### config.mk
export PLATFORM = sky130hd
export DESIGN_NAME = scs_clock_switch
export DESIGN_NICKNAME = d
export VERILOG_FILES = /design/src/logic/scs_clock_switch.v /design/src/logic/scs_edge_sync.v
export VERILOG_INCLUDE_DIRS = /design/src /design/src/include
export SDC_FILE = /design/constraint.sdc
export NUM_CORES = 1
export LEC_CHECK = 0
export BUFFER_PORTS_ARGS = -buffer_cell sky130_fd_sc_hd__buf_2
export CAP_MARGIN = 20
export CORE_AREA = 2 2 67 69
export CTS_BUF_LIST = sky130_fd_sc_hd__clkbuf_4 sky130_fd_sc_hd__clkbuf_8
export DETAILED_ROUTE_END_ITERATION = 16
export DIE_AREA = 0 0 69 71
export PLACE_DENSITY = 0.76
export SETUP_SLACK_MARGIN = 0.3
export SLEW_MARGIN = 20
export SYNTH_ARGS = -nofsm -noshare
export SYNTH_HDL_FRONTEND = slang
export SYNTH_HIERARCHICAL = 1
export SYNTH_SLANG_ARGS = --single-unit
### constraint.sdc
create_clock -name clk_sys -period 2.9 [get_ports clk_sys]
set_clock_uncertainty 0.05 [all_clocks]
set_input_delay 0.435 -clock clk_sys [delete_from_list [all_inputs] [get_ports clk_sys]]
set_output_delay 0.435 -clock clk_sys [all_outputs]
set_load 0.02 [all_outputs]
### src/include/scs_defs.vh
// Constants for the system clock switch controller.
// Assumes inclusion by bare name from logic files; definitions only.
`ifndef SCS_DEFS_VH
`define SCS_DEFS_VH

// Source codes of the next/current oscillator fields
`define SCS_SRC_W        3
`define SCS_SRC_FRC      3'h0
`define SCS_SRC_FAST_RC_WITH_PLL   3'h1
`define SCS_SRC_PRI      3'h2
`define SCS_SRC_PRIPLL   3'h3
`define SCS_SRC_SEC      3'h4
`define SCS_SRC_LOW_POWER_RC_SOURCE     3'h5

// One-hot source enable positions
`define SCS_EN_W         4
`define SCS_EN_PRI       0
`define SCS_EN_SEC       1
`define SCS_EN_FRC       2
`define SCS_EN_LOW_POWER_RC_SOURCE      3

// Unlock key pair
`define SCS_KEY1         8'h55
`define SCS_KEY2         8'hAA

// Last count of new clock ticks; the tenth tick starts the change-over
`define SCS_NEW_CYCLES   4'h9
`define SCS_CNT_ZERO     4'h0

// Switch sequencer states
`define SCS_ST_IDLE      3'h0
`define SCS_ST_START     3'h1
`define SCS_ST_OST       3'h2
`define SCS_ST_PLL       3'h3
`define SCS_ST_COUNT     3'h4
`define SCS_ST_DONE      3'h5

`endif

### src/logic/scs_clock_switch.v
// System clock switch controller: unlock-protected writes, switch sequencer.
// Assumes source-ready and new-clock ticks arrive asynchronously as levels.
`timescale 1ns/100ps
`default_nettype none
`include "scs_defs.vh"
module scs_clock_switch (
    input  wire       clk_sys,          // System clock
    input  wire       sys_rst,          // Synchronous reset, high
    input  wire       switchMonitorFuseBit, // Fuse: 0 enables switching
    input  wire [2:0] resetOscSelectFuses,  // Fuse: source while switching is disabled
    input  wire       watchdogTimerOn,  // Watchdog uses LOW_POWER_RC_SOURCE
    input  wire       unlockKey,        // Key byte strobe
    input  wire [7:0] unlockData,       // Key byte value
    input  wire       wrHigh,           // Write strobe high byte
    input  wire       wrLow,            // Write strobe low byte
    input  wire [2:0] wrNextOscSelect,  // High-byte data: next source
    input  wire       wrOscSwitchRequest, // Low-byte data: request
    input  wire       wrSecondaryOscEnable, // Low-byte data: sec enable
    input  wire       wrSelectionLockBit,   // Low-byte data: lock
    input  wire       wrClockFailFlag,  // Low-byte data: fail flag
    input  wire       clockFailEvent,   // Fail-safe monitor detected failure
    input  wire       oscStartupDone,   // Startup timer expired (async)
    input  wire       pllLockIn,        // PLL lock detect (async)
    input  wire       newClockLevel,    // Target clock level (async)
    output reg  [2:0] currentOscSelect, // Active source
    output reg  [2:0] nextOscSelect,    // Requested source
    output reg        oscSwitchRequest, // Switch in progress
    output reg        pllLockStatus,    // PLL lock status
    output reg        clockFailFlag,    // Clock fail detected
    output reg        secondaryOscEnable, // Secondary keep-on
    output reg        selectionLockBit, // Selection lock
    output reg  [3:0] sourceEnable,     // Oscillator enables, one bit per source
    output reg        pllEnable,        // PLL enable
    output reg  [2:0] sysClockSelect    // Mux select for system clock
);
    // Source code to enable position
    function [3:0] srcOneHot;
        input [2:0] src;
        begin
            srcOneHot = 4'h0;
            case (src)
                `SCS_SRC_PRI, `SCS_SRC_PRIPLL: srcOneHot[`SCS_EN_PRI] = 1'b1;
                `SCS_SRC_SEC:  srcOneHot[`SCS_EN_SEC]  = 1'b1;
                `SCS_SRC_LOW_POWER_RC_SOURCE: srcOneHot[`SCS_EN_LOW_POWER_RC_SOURCE] = 1'b1;
                default:       srcOneHot[`SCS_EN_FRC]  = 1'b1;
            endcase
        end
    endfunction

    function usesPll;
        input [2:0] src;
        begin
            usesPll = (src == `SCS_SRC_FAST_RC_WITH_PLL) || (src == `SCS_SRC_PRIPLL);
        end
    endfunction

    localparam ST_IDLE  = `SCS_ST_IDLE;
    localparam ST_START = `SCS_ST_START;
    localparam ST_OST   = `SCS_ST_OST;
    localparam ST_PLL   = `SCS_ST_PLL;
    localparam ST_COUNT = `SCS_ST_COUNT;
    localparam ST_DONE  = `SCS_ST_DONE;

    reg  [2:0] state_ff;
    reg        keySeen_ff;
    reg        unlocked_ff;
    reg  [3:0] cycCnt_ff;
    wire       switchEnabled;
    wire       frozen;
    wire       ostLevel;
    wire       lockLevel;
    wire       newTick;
    wire       writeHighOk;
    wire       writeLowOk;
    wire [3:0] targetOneHot;

    assign switchEnabled = !switchMonitorFuseBit;
    assign frozen        = switchEnabled && selectionLockBit;
    assign writeHighOk   = wrHigh && unlocked_ff;
    assign writeLowOk    = wrLow && unlocked_ff && !wrHigh;
    // Decoded target once; a function result cannot be bit-selected
    assign targetOneHot  = srcOneHot(nextOscSelect);

    scs_edge_sync uOst (
        .clk_sys  (clk_sys),
        .sys_rst  (sys_rst),
        .asyncIn  (oscStartupDone),
        .levelOut (ostLevel),
        .riseOut  ()
    );
    scs_edge_sync uLock (
        .clk_sys  (clk_sys),
        .sys_rst  (sys_rst),
        .asyncIn  (pllLockIn),
        .levelOut (lockLevel),
        .riseOut  ()
    );
    // New clock sampled; only for counting its rising edges
    scs_edge_sync uTick (
        .clk_sys  (clk_sys),
        .sys_rst  (sys_rst),
        .asyncIn  (newClockLevel),
        .levelOut (),
        .riseOut  (newTick)
    );

    // Unlock: two key bytes arm exactly one byte write
    always @(posedge clk_sys) begin
        if (sys_rst) begin
            keySeen_ff  <= 1'b0;
            unlocked_ff <= 1'b0;
        end else if (wrHigh || wrLow) begin
            keySeen_ff  <= 1'b0;
            unlocked_ff <= 1'b0;
        end else if (unlockKey) begin
            keySeen_ff  <= (unlockData == `SCS_KEY1);
            unlocked_ff <= keySeen_ff && (unlockData == `SCS_KEY2);
        end
    end

    // Register fields and switch sequencer
    always @(posedge clk_sys) begin
        if (sys_rst) begin
            state_ff           <= ST_IDLE;
            cycCnt_ff          <= `SCS_CNT_ZERO;
            currentOscSelect   <= `SCS_SRC_FRC;
            nextOscSelect      <= `SCS_SRC_FRC;
            oscSwitchRequest   <= 1'b0;
            pllLockStatus      <= 1'b0;
            clockFailFlag      <= 1'b0;
            secondaryOscEnable <= 1'b0;
            selectionLockBit   <= 1'b0;
            sourceEnable       <= 4'h0;
            pllEnable          <= 1'b0;
            sysClockSelect     <= `SCS_SRC_FRC;
        end else begin
            // Fuse source reloaded every cycle while switching is disabled
            if (!switchEnabled) begin
                currentOscSelect <= resetOscSelectFuses;
                nextOscSelect    <= resetOscSelectFuses;
                sysClockSelect   <= resetOscSelectFuses;
                oscSwitchRequest <= 1'b0;
                selectionLockBit <= 1'b0;
                sourceEnable     <= srcOneHot(resetOscSelectFuses) |
                                    {watchdogTimerOn, 1'b0, secondaryOscEnable, 1'b0};
                pllEnable        <= usesPll(resetOscSelectFuses);
                pllLockStatus    <= usesPll(resetOscSelectFuses) && lockLevel;
                state_ff         <= ST_IDLE;
            end
            // Byte writes; primary submode comes only from fuses
            if (writeHighOk && switchEnabled && !frozen && state_ff == ST_IDLE) begin
                nextOscSelect <= wrNextOscSelect;
            end
            if (writeLowOk) begin
                secondaryOscEnable <= wrSecondaryOscEnable;
                if (switchEnabled && !selectionLockBit) begin
                    selectionLockBit <= wrSelectionLockBit;
                end
                // Software clear of fail flag loses to an event
                if (!wrClockFailFlag) begin
                    clockFailFlag <= 1'b0;
                end
                if (switchEnabled && !frozen && wrOscSwitchRequest && state_ff == ST_IDLE) begin
                    oscSwitchRequest <= 1'b1;
                    state_ff         <= ST_START;
                end
            end
            if (switchEnabled) begin
                // Old source keeps clocking the system until DONE
                case (state_ff)
                    ST_IDLE: begin
                        pllLockStatus <= pllEnable && lockLevel;
                    end
                    ST_START: begin
                        if (nextOscSelect == currentOscSelect) begin
                            oscSwitchRequest <= 1'b0;
                            state_ff         <= ST_IDLE;
                        end else begin
                            pllLockStatus <= 1'b0;
                            clockFailFlag <= 1'b0;
                            sourceEnable  <= sourceEnable | srcOneHot(nextOscSelect);
                            pllEnable     <= usesPll(nextOscSelect);
                            state_ff      <= ST_OST;
                        end
                    end
                    ST_OST: begin
                        // Crystal waits; others pass; stall here if never ready
                        if (!targetOneHot[`SCS_EN_PRI] || ostLevel) begin
                            state_ff <= ST_PLL;
                        end
                    end
                    ST_PLL: begin
                        if (!usesPll(nextOscSelect) || lockLevel) begin
                            pllLockStatus <= usesPll(nextOscSelect);
                            cycCnt_ff     <= `SCS_CNT_ZERO;
                            state_ff      <= ST_COUNT;
                        end
                    end
                    ST_COUNT: begin
                        if (newTick) begin
                            if (cycCnt_ff == `SCS_NEW_CYCLES) begin
                                state_ff <= ST_DONE;
                            end
                            cycCnt_ff <= cycCnt_ff + 4'h1;
                        end
                    end
                    ST_DONE: begin
                        sysClockSelect   <= nextOscSelect;
                        currentOscSelect <= nextOscSelect;
                        oscSwitchRequest <= 1'b0;
                        sourceEnable     <= srcOneHot(nextOscSelect) |
                            {watchdogTimerOn, 1'b0, secondaryOscEnable, 1'b0};
                        state_ff         <= ST_IDLE;
                    end
                    default: state_ff <= ST_IDLE;
                endcase
            end
            // Failure event last, so it wins over every clear
            if (clockFailEvent && switchEnabled) begin
                clockFailFlag <= 1'b1;
            end
        end
    end
endmodule
`default_nettype wire

### src/logic/scs_edge_sync.v
// Three-stage synchroniser with edge detect for an outside-domain level.
// Assumes the input is asynchronous to clk_sys.
`timescale 1ns/100ps
`default_nettype none
module scs_edge_sync (
    input  wire clk_sys,   // System clock
    input  wire sys_rst,   // Synchronous reset, high
    input  wire asyncIn,   // Level from outside
    output reg  levelOut,  // Settled level
    output reg  riseOut    // One-cycle pulse on settled rise
);
    reg syncA_ff;
    reg syncB_ff;
    reg syncC_ff;

    // First stage feeds only the second
    always @(posedge clk_sys) begin
        if (sys_rst) begin
            syncA_ff <= 1'b0;
            syncB_ff <= 1'b0;
            syncC_ff <= 1'b0;
            levelOut <= 1'b0;
            riseOut  <= 1'b0;
        end else begin
            syncA_ff <= asyncIn;
            syncB_ff <= syncA_ff;
            syncC_ff <= syncB_ff;
            // Change counts only when stages two and three agree
            riseOut  <= (syncB_ff == syncC_ff) && syncC_ff && !levelOut;
            if (syncB_ff == syncC_ff) begin
                levelOut <= syncC_ff;
            end
        end
    end
endmodule
`default_nettype wire

==> results.toml <==
[clock_tree]
cts-resized-gates = 0
clock_path_buffers = 2
clk_pin_slew_ns = 0.08
cts_tree = "built"
cts_setup_buffers = 0
clk-insertion-delay-late_ns = 0.29
cts.htree.levels = 2
cts_root_buffer = "clkbuf_8"
cts_hold_buf = 0
cts_buffers = 5
clock_sinks = 41

[route]
via_count = 1820
drt-pass1-iter-count = 5
drt_iter0_drc = 144
wl_um = 4590
postRouteAntennaNets = 0
drcViolationCount = 0
wl_per_cell_um = 14.1
drt-vias-per-instance = 5.60

[power]
ir_worst_vdd_uv = 323
power_leakage_nw = 0.979
swShare = 0.265
power.total_mw = 1.11
power_density_nw_per_um2 = 468
power.internal_mw = 0.815
power_frac_seq = 0.537
power.clock.fraction = 0.339
p_switching_mw = 0.294
p_comb_frac = 0.124

[synth]
yosys_warnings = 6
avgSynthCellArea_um2 = 8.85
syn_nets = 265
synth_cells = 231
netlist_area_um2 = 2040

[critical_path]
r2r_cells = 4
cp_data_arrival_time_ns = 1.99
r2r_end = "state_ff[0]$_SDFF_PP0_"
end_kind = "register"
critPathSlowestCell = "dfxtp_1"
crit_chain = "or4_4 > and4b_1 > a2111oi_1 > nor3_2"
start_kind = "register"
cpPeakStageDelay_ns = 0.72
required_ns = 3.03
worstPathMaxFanout = 17
worstSetupPathType = "reg2reg"
cp_num_buf_inv = 0
regToRegStartpoint = "state_ff[2]$_SDFF_PP0_"
path_delay_family = "flip-flops"
rrSetupSlack_ns = 1.04

[sta]
max_freq_mhz = 537
drv_slew = 0
tightest_slew_ns = 0.632
slew_headroom = 0.579
finalCriticalPeriod_ns = 1.86
hold_ws_ns = 0.288
hold_viol = 0
tns_ns = 0
finalCritPeriodShare = 0.642
setup_violations = 0
rsz0062_at_grt = "no"

[job]
drv_cap = 0

[outcome]
status = "finished clean"

[floorplan]
num_rows = 24
dieArea_um2 = 4900
start_util = 0.486
die_h_um = 71
core-area_um2 = 4200
die_w_um = 69
io_pins = 48

[place]
gp_congestion = 0.888
port_buffers = 47
dp_hpwl_um = 3390
dp_cells = 317

[final_layout]
fin_cells = 325
drive_gt1_frac = 0.242
diodes = 0
final_core_util = 0.564
area_growth_pct = 16.0
nets = 306

[min_path]
min-delay-start = "wrLow"
whs_path_depth = 2
worstHoldEndpoint = "keySeen_ff$_SDFFE_PP0P_"
min_path_type = "in2reg"

[global_route]
grt_max_degree = 37
antenna_found_initial = 0
grt_usage = 0.188
grt_pass1_vias = 1594
grt.overflow.total = 0
grt_pass1_wl_um = 7500
==> per-stage QoR <==
stage | instance area, um^2 | worst slack (ns)
6_report | 2370 | 1.04
2_1_floorplan | 2040 | 1.25
3_5_place_dp | 2280 | 0.862
4_1_cts | 2370 | 1.03
3_3_place_gp | 2280 | 0.895
5_1_grt | 2370 | 0.916
==> power groups by stage <==
stage	Combinational (mW)	Clock, mW	Sequential [mW]
2_1_floorplan	0.0741	0	0.617
3_3_place_gp	0.133	0	0.609
3_5_place_dp	0.135	0	0.609
4_1_cts	0.136	0.389	0.596
5_1_grt	0.150	0.411	0.598
6_report	0.137	0.376	0.596
==> worst max path at each step <==
stage / startpoint / endpoint / slack [ns] / cells past startpoint
final: state_ff[2]$_SDFF_PP0_ / state_ff[0]$_SDFF_PP0_ / 1.04 / 4
after global placement: switchMonitorFuseBit / state_ff[0]$_SDFF_PP0_ / 0.89 / 5
after detailed placement: switchMonitorFuseBit / state_ff[0]$_SDFF_PP0_ / 0.86 / 5
after floorplan: nextOscSelect[1]$_SDFFE_PP0P_ / sourceEnable[0]$_SDFF_PP0_ / 1.25 / 5
after CTS: state_ff[2]$_SDFF_PP0_ / state_ff[0]$_SDFF_PP0_ / 1.03 / 4
after global routing: state_ff[2]$_SDFF_PP0_ / state_ff[0]$_SDFF_PP0_ / 0.92 / 4
==> layer usage <==
layer	vias to the layer above	part of all wire	GRT usage	routed length [um]
li1	909	-	-	-
met1	828	0.47	0.263	2140
met2	76	0.45	0.286	2050
met3	7	0.073	0.0499	335
met4	0	0.012	0.0588	57
met5	-	0	0	0
==> state kept, by name, summed over array words and instances (netlist names), 3 cells and up <==
signal	count
sourceEnable	4
sysClockSelect	3
nextOscSelect	3
state_ff	3
currentOscSelect	3
cycCnt_ff	4
==> layout by cell type (no fill, tap or decap), types with 3 or more instances in the layout <==
cell and count:
nor2_1 17, nor2b_1 12, xnor2_1 3, o32ai_1 3, nor4_1 3, a21oi_1 18
ha_1 5, clkbuf_8 5, a21o_1 3, xor2_1 4, o31ai_1 3, buf_2 47
dfxtp_1 41, nand2_1 20, inv_1 12, o21ai_0 11, nand3_1 3, mux2i_1 7
nor3_1 3, nor3b_1 4, or3_1 5
==> final cells by class <==
| class | count | area (um^2) |
|---|---|---|
| clock buffers | 6 | 76.3 |
| clock inverters | 2 | 15.0 |
| fillers | 411 | 1830 |
| inverters | 12 | 45.0 |
| multi-input cells | 165 | 1110 |
| flip-flops and latches | 41 | 821 |
| well taps | 52 | 65.1 |
| repair buffers | 47 | 235 |
No activity file was read; power rests on OpenSTA's default activity.
